**src/logic/timer_defs_defs.svh**
```systemverilog
// Offsets, field positions, reset values and counts for the dual timer
// Included by the package users; definitions only
`ifndef TIMER_DEFS_DEFS_SVH
`define TIMER_DEFS_DEFS_SVH
// Register indices; byte address is four times the index
`define TMR_IDX_CONTROL 10'h088
`define TMR_IDX_MODE 10'h089
`define TMR_IDX_T0_LOW 10'h08a
`define TMR_IDX_T1_LOW 10'h08b
`define TMR_IDX_T0_HIGH 10'h08c
`define TMR_IDX_T1_HIGH 10'h08d
`define TMR_IDX_IRQ_STATUS 10'h090
`define TMR_IDX_IRQ_MASK 10'h091
// Control register fields
`define CTL_T1_FLAG 7
`define CTL_T1_RUN 6
`define CTL_T0_FLAG 5
`define CTL_T0_RUN 4
`define CTL_X1_FLAG 3
`define CTL_X1_TYPE 2
`define CTL_X0_FLAG 1
`define CTL_X0_TYPE 0
// Mode register fields
`define MODE_T1_LSB 4
`define MODE_T0_LSB 0
// Interrupt status fields
`define ST_T0_OVF 0
`define ST_T1_OVF 1
`define ST_X0 2
`define ST_X1 3
// Reset values and counts
`define TMR_CONTROL_RESET 8'h00
`define TMR_MODE_RESET 8'h00
`define TMR_COUNT_RESET 8'h00
`define TMR_CLK_DIV 6
`define TMR_PRESCALE_BITS 5
`endif

```
**src/logic/timer_pkg.sv**
```systemverilog
// Types shared by the dual timer modules
// Assumes nothing of its surroundings
package timer_pkg;
    typedef enum logic [1:0] {MODE_PRESCALED, MODE_CASCADE, MODE_RELOAD, MODE_SPLIT} timer_mode_t;
    typedef struct packed {
        logic gating;
        logic source_select;
        timer_mode_t mode;
    } timer_field_t;
    typedef struct packed {
        logic wr_lo;
        logic wr_hi;
        logic [7:0] wdata;
    } count_write_t;
endpackage : timer_pkg

```
**src/logic/dual_timer_mode_control.sv**
```systemverilog
// Two timer/counters, their mode and control registers, two external interrupts
// Assumes an APB master on clk; pins and vector acks synchronous to clk
// Contract
// - Timer 0 overflow sets its flag
// - Vectoring clears the timer overflow flag
// - Timer 1 gating by run and pin; while timer 0 is split, timer 1 runs without its run bit
// - Timer 1 counts clock or pin falls
// - Interrupt type selects level or edge
// - Flag set on detect, edge flag auto-cleared
// - Mode register holds both timer nibbles
// - Mode 0 is prescaled 8-bit counter
// - Mode 1 is cascaded 16-bit counter
// - Mode 2 reloads low from high
// - Timer 0 split mode, two 8-bit timers
// - Timer 1 mode 3 holds its count
// - Mode 0 prescaler is five low bits
// - Reload leaves high byte, writable anytime
//
// The APB interface to the registers was decided locally.
`timescale 1ns/1ps
`include "timer_defs_defs.svh"
module dual_timer_mode_control #(
    parameter int CLK_DIV = `TMR_CLK_DIV
) (
    // Clock and reset
    input wire logic clk,
    input wire logic rst_n,
    // APB slave
    input wire logic psel,
    input wire logic penable,
    input wire logic pwrite,
    input wire logic [11:0] paddr,
    input wire logic [31:0] pwdata,
    output logic [31:0] prdata,
    output logic pready,
    output logic pslverr,
    // External pins
    input wire logic ext_irq0_pin_n,
    input wire logic ext_irq1_pin_n,
    input wire logic t0_count_pin,
    input wire logic t1_count_pin,
    // Processor vectoring
    input wire logic t0_vector_ack,
    input wire logic t1_vector_ack,
    input wire logic ext_irq0_ack,
    input wire logic ext_irq1_ack,
    // Flags and interrupt
    output logic t0_overflow_flag,
    output logic t1_overflow_flag,
    output logic ext_irq0_flag,
    output logic ext_irq1_flag,
    output logic irq
);
    logic [7:0] control_reg, control_next;
    logic [7:0] timer_mode_reg, timer_mode_next;
    logic t0f_reg, t0f_next, t1f_reg, t1f_next;
    logic [3:0] status_reg, status_next, mask_reg, mask_next;
    logic [31:0] rdata_reg, rdata_next;
    logic [7:0] div_reg, div_next;
    logic pin0_reg, pin1_reg;
    logic [7:0] t0_low, t0_high, t1_low, t1_high;
    logic t0_ovf, t0_ovf_hi, t1_ovf, x0_event, x1_event;
    timer_pkg::timer_field_t t0_field, t1_field;
    timer_pkg::count_write_t t0_wr, t1_wr;

    // Address decode
    wire [9:0] idx = paddr[11:2];
    wire sel_control = idx == `TMR_IDX_CONTROL;
    wire sel_mode = idx == `TMR_IDX_MODE;
    wire sel_t0_lo = idx == `TMR_IDX_T0_LOW;
    wire sel_t1_lo = idx == `TMR_IDX_T1_LOW;
    wire sel_t0_hi = idx == `TMR_IDX_T0_HIGH;
    wire sel_t1_hi = idx == `TMR_IDX_T1_HIGH;
    wire sel_status = idx == `TMR_IDX_IRQ_STATUS;
    wire sel_mask = idx == `TMR_IDX_IRQ_MASK;
    wire mapped = sel_control | sel_mode | sel_t0_lo | sel_t1_lo | sel_t0_hi | sel_t1_hi | sel_status | sel_mask;
    wire setup = psel & ~penable;
    wire access = psel & penable;
    wire wr_en = access & pwrite & mapped;
    wire wr_control = wr_en & sel_control;
    wire wr_mode = wr_en & sel_mode;
    wire wr_status = wr_en & sel_status;
    wire wr_mask = wr_en & sel_mask;
    assign pready = 1'b1;
    assign pslverr = access & ~mapped;

    // Mode fields
    assign t1_field = timer_pkg::timer_field_t'(timer_mode_reg[`MODE_T1_LSB +: 4]);
    assign t0_field = timer_pkg::timer_field_t'(timer_mode_reg[`MODE_T0_LSB +: 4]);
    wire split0 = t0_field.mode == timer_pkg::MODE_SPLIT;
    wire hold1 = t1_field.mode == timer_pkg::MODE_SPLIT;
    wire t0_run = control_reg[`CTL_T0_RUN];
    wire t1_run = control_reg[`CTL_T1_RUN];

    // Clock divider
    wire div_tick = div_reg == 8'(CLK_DIV - 1);
    assign div_next = div_tick ? 8'h00 : div_reg + 8'h01;

    // Count pin falling edges
    wire t0_pin_fall = pin0_reg & ~t0_count_pin;
    wire t1_pin_fall = pin1_reg & ~t1_count_pin;

    // Count enables
    wire t0_src = t0_field.source_select ? t0_pin_fall : div_tick;
    wire t1_src = t1_field.source_select ? t1_pin_fall : div_tick;
    wire t0_gate_ok = ~t0_field.gating | ext_irq0_pin_n;
    wire t1_gate_ok = ~t1_field.gating | ext_irq1_pin_n;
    wire t1_run_eff = split0 | t1_run;
    wire t0_tick = t0_run & t0_gate_ok & t0_src;
    wire t0_tick_hi = split0 & t1_run & div_tick;
    wire t1_tick = t1_run_eff & t1_gate_ok & t1_src & ~hold1;

    // Counter writes
    assign t0_wr = {wr_en & sel_t0_lo, wr_en & sel_t0_hi, pwdata[7:0]};
    assign t1_wr = {wr_en & sel_t1_lo, wr_en & sel_t1_hi, pwdata[7:0]};

    timer_core u_timer0 (
        .clk(clk),
        .rst_n(rst_n),
        .mode(t0_field.mode),
        .tick(t0_tick),
        .tick_hi(t0_tick_hi),
        .sw_write(t0_wr),
        .low(t0_low),
        .high(t0_high),
        .ovf(t0_ovf),
        .ovf_hi(t0_ovf_hi)
    );

    timer_core u_timer1 (
        .clk(clk),
        .rst_n(rst_n),
        .mode(t1_field.mode),
        .tick(t1_tick),
        .tick_hi(1'b0),
        .sw_write(t1_wr),
        .low(t1_low),
        .high(t1_high),
        .ovf(t1_ovf),
        .ovf_hi()
    );

    ext_irq_detect u_ext0 (
        .clk(clk),
        .rst_n(rst_n),
        .pin_n(ext_irq0_pin_n),
        .edge_mode(control_reg[`CTL_X0_TYPE]),
        .ack(ext_irq0_ack),
        .sw_write(wr_control),
        .sw_value(pwdata[`CTL_X0_FLAG]),
        .flag(ext_irq0_flag),
        .detect_event(x0_event)
    );

    ext_irq_detect u_ext1 (
        .clk(clk),
        .rst_n(rst_n),
        .pin_n(ext_irq1_pin_n),
        .edge_mode(control_reg[`CTL_X1_TYPE]),
        .ack(ext_irq1_ack),
        .sw_write(wr_control),
        .sw_value(pwdata[`CTL_X1_FLAG]),
        .flag(ext_irq1_flag),
        .detect_event(x1_event)
    );

    // Overflow flags, set wins over clear
    wire t0_set = t0_ovf;
    wire t1_set = split0 ? t0_ovf_hi : t1_ovf;
    assign t0f_next = t0_set | (~t0_vector_ack & (wr_control ? pwdata[`CTL_T0_FLAG] : t0f_reg));
    assign t1f_next = t1_set | (~t1_vector_ack & (wr_control ? pwdata[`CTL_T1_FLAG] : t1f_reg));
    assign control_next = wr_control ? pwdata[7:0] : control_reg;
    assign timer_mode_next = wr_mode ? pwdata[7:0] : timer_mode_reg;

    // Interrupt status and mask
    wire [3:0] events = {x1_event, x0_event, t1_set, t0_set};
    wire [3:0] w1c = wr_status ? pwdata[3:0] : 4'h0;
    assign status_next = (status_reg & ~w1c) | events;
    assign mask_next = wr_mask ? pwdata[3:0] : mask_reg;
    assign irq = |(status_reg & mask_reg);

    // Read data
    wire [7:0] control_value = {t1f_reg, control_reg[`CTL_T1_RUN], t0f_reg, control_reg[`CTL_T0_RUN],
        ext_irq1_flag, control_reg[`CTL_X1_TYPE], ext_irq0_flag, control_reg[`CTL_X0_TYPE]};
    wire [7:0] read_byte = sel_control ? control_value :
        sel_mode ? timer_mode_reg :
        sel_t0_lo ? t0_low :
        sel_t1_lo ? t1_low :
        sel_t0_hi ? t0_high :
        sel_t1_hi ? t1_high :
        sel_status ? {4'h0, status_reg} :
        sel_mask ? {4'h0, mask_reg} : 8'h00;
    assign rdata_next = setup ? {24'h000000, read_byte} : rdata_reg;
    assign prdata = rdata_reg;
    assign t0_overflow_flag = t0f_reg;
    assign t1_overflow_flag = t1f_reg;

    always_ff @(posedge clk) begin
        if (!rst_n) begin
            control_reg <= `TMR_CONTROL_RESET;
            timer_mode_reg <= `TMR_MODE_RESET;
            t0f_reg <= 1'b0;
            t1f_reg <= 1'b0;
            status_reg <= 4'h0;
            mask_reg <= 4'h0;
            rdata_reg <= 32'h00000000;
        end else begin
            control_reg <= control_next;
            timer_mode_reg <= timer_mode_next;
            t0f_reg <= t0f_next;
            t1f_reg <= t1f_next;
            status_reg <= status_next;
            mask_reg <= mask_next;
            rdata_reg <= rdata_next;
        end
    end

    always_ff @(posedge clk) begin
        if (!rst_n) begin
            div_reg <= 8'h00;
            pin0_reg <= 1'b1;
            pin1_reg <= 1'b1;
        end else begin
            div_reg <= div_next;
            pin0_reg <= t0_count_pin;
            pin1_reg <= t1_count_pin;
        end
    end
endmodule : dual_timer_mode_control

```
**src/logic/timer_core.sv**
```systemverilog
// One 16-bit timer/counter with its four count modes
// Assumes tick pulses already gated by run, gate and source
`timescale 1ns/1ps
`include "timer_defs_defs.svh"
module timer_core (
    // Clock and reset
    input wire logic clk,
    input wire logic rst_n,
    // Control
    input timer_pkg::timer_mode_t mode,
    input wire logic tick,
    input wire logic tick_hi,
    input timer_pkg::count_write_t sw_write,
    // Count and overflow
    output logic [7:0] low,
    output logic [7:0] high,
    output logic ovf,
    output logic ovf_hi
);
    localparam int PB = `TMR_PRESCALE_BITS;
    logic [7:0] low_reg, low_next, high_reg, high_next;
    logic ovf_reg, ovf_next, ovf_hi_reg, ovf_hi_next;
    always_comb begin
        low_next = low_reg;
        high_next = high_reg;
        ovf_next = 1'b0;
        ovf_hi_next = 1'b0;
        if (tick) begin
            unique case (mode)
                timer_pkg::MODE_PRESCALED: begin
                    low_next[PB-1:0] = low_reg[PB-1:0] + 5'h01;
                    if (&low_reg[PB-1:0]) begin
                        high_next = high_reg + 8'h01;
                        ovf_next = &high_reg;
                    end
                end
                timer_pkg::MODE_CASCADE: begin
                    {high_next, low_next} = {high_reg, low_reg} + 16'h0001;
                    ovf_next = &{high_reg, low_reg};
                end
                timer_pkg::MODE_RELOAD: begin
                    low_next = (&low_reg) ? high_reg : low_reg + 8'h01;
                    ovf_next = &low_reg;
                end
                timer_pkg::MODE_SPLIT: begin
                    low_next = low_reg + 8'h01;
                    ovf_next = &low_reg;
                end
            endcase
        end
        if (tick_hi && mode == timer_pkg::MODE_SPLIT) begin
            high_next = high_reg + 8'h01;
            ovf_hi_next = &high_reg;
        end
        if (sw_write.wr_lo) begin
            low_next = sw_write.wdata;
        end
        if (sw_write.wr_hi) begin
            high_next = sw_write.wdata;
        end
    end
    always_ff @(posedge clk) begin
        if (!rst_n) begin
            low_reg <= `TMR_COUNT_RESET;
            high_reg <= `TMR_COUNT_RESET;
            ovf_reg <= 1'b0;
            ovf_hi_reg <= 1'b0;
        end else begin
            low_reg <= low_next;
            high_reg <= high_next;
            ovf_reg <= ovf_next;
            ovf_hi_reg <= ovf_hi_next;
        end
    end
    assign low = low_reg;
    assign high = high_reg;
    assign ovf = ovf_reg;
    assign ovf_hi = ovf_hi_reg;
endmodule : timer_core

```
**src/logic/ext_irq_detect.sv**
```systemverilog
// External interrupt pin detector: low level or falling edge
// Assumes the pin is synchronous to clk
`timescale 1ns/1ps
module ext_irq_detect (
    // Clock and reset
    input wire logic clk,
    input wire logic rst_n,
    // Pin and control
    input wire logic pin_n,
    input wire logic edge_mode,
    input wire logic ack,
    input wire logic sw_write,
    input wire logic sw_value,
    // Flag and event
    output logic flag,
    output logic detect_event
);
    logic prev_reg, flag_reg, flag_next;
    wire fall = prev_reg & ~pin_n;
    wire detect = edge_mode ? fall : ~pin_n;
    always_comb begin
        if (!edge_mode) begin
            flag_next = ~pin_n;
        end else if (detect) begin
            flag_next = 1'b1;
        end else if (ack) begin
            flag_next = 1'b0;
        end else if (sw_write) begin
            flag_next = sw_value;
        end else begin
            flag_next = flag_reg;
        end
    end
    always_ff @(posedge clk) begin
        if (!rst_n) begin
            prev_reg <= 1'b1;
            flag_reg <= 1'b0;
        end else begin
            prev_reg <= pin_n;
            flag_reg <= flag_next;
        end
    end
    assign flag = flag_reg;
    assign detect_event = fall;
endmodule : ext_irq_detect

```
**config.mk**
```make
export PLATFORM = sky130hd
export DESIGN_NAME = dual_timer_mode_control
export DESIGN_NICKNAME = d
export VERILOG_FILES = /design/src/logic/timer_pkg.sv /design/src/logic/dual_timer_mode_control.sv /design/src/logic/timer_core.sv /design/src/logic/ext_irq_detect.sv
export VERILOG_INCLUDE_DIRS = /design/src /design/src/logic
export SDC_FILE = /design/constraint.sdc
export NUM_CORES = 1
export LEC_CHECK = 0
export BUFFER_PORTS_ARGS = -buffer_cell sky130_fd_sc_hd__buf_2
export CORE_MARGIN = 8
export CORE_UTILIZATION = 56
export CTS_BUF_LIST = sky130_fd_sc_hd__clkbuf_4 sky130_fd_sc_hd__clkbuf_8 sky130_fd_sc_hd__clkbuf_16
export DETAILED_ROUTE_END_ITERATION = 10
export GPL_TIMING_DRIVEN = 0
export PLACE_DENSITY = 0.88
export SLEW_MARGIN = 20
export SYNTH_ARGS = -nofsm -noshare
export SYNTH_HDL_FRONTEND = slang
export SYNTH_SLANG_ARGS = --single-unit
export TNS_END_PERCENT = 100
```
**constraint.sdc**
```tcl
create_clock -name clk -period 3.81 [get_ports clk]
set_clock_uncertainty 0.1 [all_clocks]
set_input_delay 0.381 -clock clk [delete_from_list [all_inputs] [get_ports clk]]
set_output_delay 0.381 -clock clk [all_outputs]
set_load 0.005 [all_outputs]
```
==> results.yml <==
worst_setup_path:
  max_stage_delay_ns: 0.57
  ff2ff_setup_slack_ns: 0.78
  cp-startpoint: "div_reg[4]"
  worstPathMaxFanout: 9
  worstSetupPathType: "reg2reg"
  required_ns: 4.00
  worstPathCellList: "or4_4 -> o31a_1 -> or2_1 -> buf_2 -> or4_1 -> or4_1 -> a31oi_1"
  rr_endpoint: "u_timer0.low[7]"
  critPathCapture: "u_timer0.low[7]"
  start_kind: "flip-flop"
  ff2ff_path_depth: 7
  worstPathArrival_ns: 3.22
  crit_top_cell: "or4_1"
  reg2reg_from: "div_reg[4]"
  critPathCaptureType: "flip-flop"
  slowest_stage: "or4_4"
synthesis:
  ys_seq_elements: 79
  synth_edf_count: 0
  synth.cell_area_um2: 4960
  yosys.area.top_type: "dfxtp_1"
  yosysTopAreaCellShare_pct: 31.9
  synthTopCellsByCount: "dfxtp_1 (79), nor2_1 (67), nand2_1 (53)"
  synthTopCellsByArea: "dfxtp_1 (32%), mux2i_1 (5.7%), nor2_1 (5.1%), a21oi_1 (4.4%), ha_1 (4.0%)"
  avgSynthCellArea_um2: 7.82
  synth_most_common_cell: "dfxtp_1"
  synthCells: 634
  async_flop_share_pct: 0
  ys_seq_area_share_pct: 31.9
  synth_ff_type: "dfxtp_1"
  synth.distinct_cells: 57
  yosys_warnings: 0
layout:
  diodes: 0
  drive_gt1_share_pct: 13.6
  register_area_um2: 1580
  multi_input_area_um2: 3110
  fin_area_um2: 5590
  fill_cells: 788
  final_nets: 783
  area_growth_pct: 12.8
  utilization_pct: 64.7
power_and_ir_drop:
  power.density_nw_per_um2: 293
  p_switching_uw: 488
  p_seq_share_pct: 51.4
  ir_drop_uv: 258
  p_leak_uw: 0.00205
  p_int_uw: 1150
  p_comb_share_pct: 8.7
  swShare_pct: 29.8
  clkPwrFrac_pct: 39.9
sta:
  hold_viol_final: 0
  worst_pin_slew_ns: 1.11
  tns_ns: 0
  slew_headroom_pct: 25.2
  setup_violations: 0
  final.period_utilization_pct: 79.5
  rsz0062_at_grt: "false"
  fmax_mhz: 330
  min_period_ns: 3.03
  slew_violations: 0
clock_network:
  cts_sinks: 79
  h-tree-depth: 3
  post_cts_buffers: 0
  holdBufCountCts: 0
  cts_buffer_depth: 2
  cts_root_buf: "clkbuf_8"
  numCtsBuffers: 9
  worst_skew_pair.late_latency_ns: 0.37
  cts_tree: "built"
  clk_pin_slew_ns: 0.10
  ctsResizeCount: 0
global_routing:
  overflow: 0
  grt_max_degree: 18
  grt_pass1_wl_um: 25400
  grt_usage_pct: 27.1
  grt_pass1_vias: 4938
  antenna_found_initial: 0
die:
  die_area_um2: 12100
  initial_utilization_pct: 57.4
  dieWidth_um: 110
  die_y_um: 110
  fp.coreArea_um2: 8640
  pin_count: 96
  rows: 34
place:
  placed_area_um2: 5390
  hpwlAfterDp_um: 12500
  portBuffers: 42
  gp_congestion: 0.994
drt:
  viasPerCell: 6.43
  drcViolationCount: 0
  vias: 5291
  wirelength_um: 16700
  routedWlPerCell_um: 20.3
  drtAntennaViolNets: 0
  drt-pass1-iter-count: 5
  first_iter_violations: 560
job:
  max-cap-violations: 0
run_status:
  status: "finished, final reports clean"
worst_hold_path:
  min_path_type: "in2reg"
-- power by group through the flow --
stage / sequential [uW] / clock [uW] / combinational, uW
finish: 841 / 653 / 142
global route: 841 / 679 / 152
CTS: 840 / 648 / 137
detailed placement: 859 / 0 / 137
global placement: 859 / 0 / 134
floorplan: 857 / 0 / 82.6
-- final cells by class --
cell class | instances | area share (%)
Timing Repair Buffer | 42 | 3.76
Buffer | 50 | 5.06
Clock inverter | 7 | 1.30
Tap cell | 108 | 2.42
Clock buffer | 9 | 2.22
Multi-Input combinational cell | 508 | 55.6
Inverter | 20 | 1.34
Sequential cell | 79 | 28.3
-- stage by stage --
| stage | std cells | worst slack (ns) | power, uW | hold WS [ns] |
|---|---|---|---|---|
| 6_report | 823 | 0.781 | 1640 | 0.112 |
| 5_1_grt | 823 | 0.698 | 1670 | 0.125 |
| 4_1_cts | 823 | 0.542 | 1630 | 0.113 |
| 3_5_place_dp | 807 | 0.592 | 996 | 0.346 |
| 3_3_place_gp | 807 | 0.695 | 993 | 0.336 |
| 2_1_floorplan | 657 | 1.03 | 940 | 0.337 |
-- critical path: cells and delay by family (launching register included) --
family / cells / cell delay [ns]
flops: 1 / 0.36
compound gates: 2 / 0.55
simple gates: 4 / 1.75
buf+inv: 1 / 0.18
-- layout by cell type, fill, tap and decap left out, drive strengths merged, types with 3 or more instances in the layout --
| master | instances |
|---|---|
| clkbuf | 33 |
| o32ai | 7 |
| a32oi | 5 |
| mux2i | 28 |
| ha | 16 |
| o211ai | 5 |
| xor2 | 10 |
| a31oi | 8 |
| inv | 25 |
| o31a | 4 |
| nor2b | 9 |
| xnor2 | 13 |
| o22ai | 19 |
| or4 | 4 |
| or2 | 7 |
| a22oi | 6 |
| and3 | 9 |
| nand3b | 6 |
| nand2 | 53 |
| nand4 | 9 |
| nand3 | 29 |
| or3 | 11 |
| nor2 | 67 |
| o31ai | 5 |
| nor4 | 6 |
| a21oi | 44 |
| buf | 68 |
| a221oi | 5 |
| a211o | 4 |
| dfxtp | 79 |
| a21o | 3 |
| nand2b | 9 |
| o21ai | 36 |
| nor3 | 14 |
| conb | 25 |
| a211oi | 11 |
-- worst min path at each step --
stage,startpoint,slack [ns],end,cells after the start
2_1_floorplan,u_timer0.ovf,0.34,status_reg[0],2
3_3_place_gp,prdata[1],0.34,prdata[1],2
3_5_place_dp,prdata[3],0.35,prdata[3],2
4_1_cts,t1_count_pin,0.11,pin1_reg,2
5_1_grt,t1_count_pin,0.12,pin1_reg,2
6_report,t1_count_pin,0.11,pin1_reg,2
-- layer usage --
metal  share of wire [%]  global-route usage [%]  vias up
met5                   0                       0        -
met4                 3.8                    12.6        0
met3                 9.9                    5.87       63
met2                  46                    43.2      334
met1                  40                    34.3     2472
li1                    -                       -     2422
-- logic make-up (layout without fill, tap and decap cells) --
logic type	count (synthesis)	after routing	synth area share, %
other	2	25	0.151
multiplexers	29	29	5.88
AO/OA/AOI/OAI	173	173	22.4
adder cells (fa/ha/maj)	16	16	4.04
flip-flops	79	79	31.9
XOR/XNOR	23	23	4.06
AND/OR/NAND/NOR	242	242	24.4
buffers and inverters	70	128	7.22
Note: power is estimated with default switching activity, not from simulation.
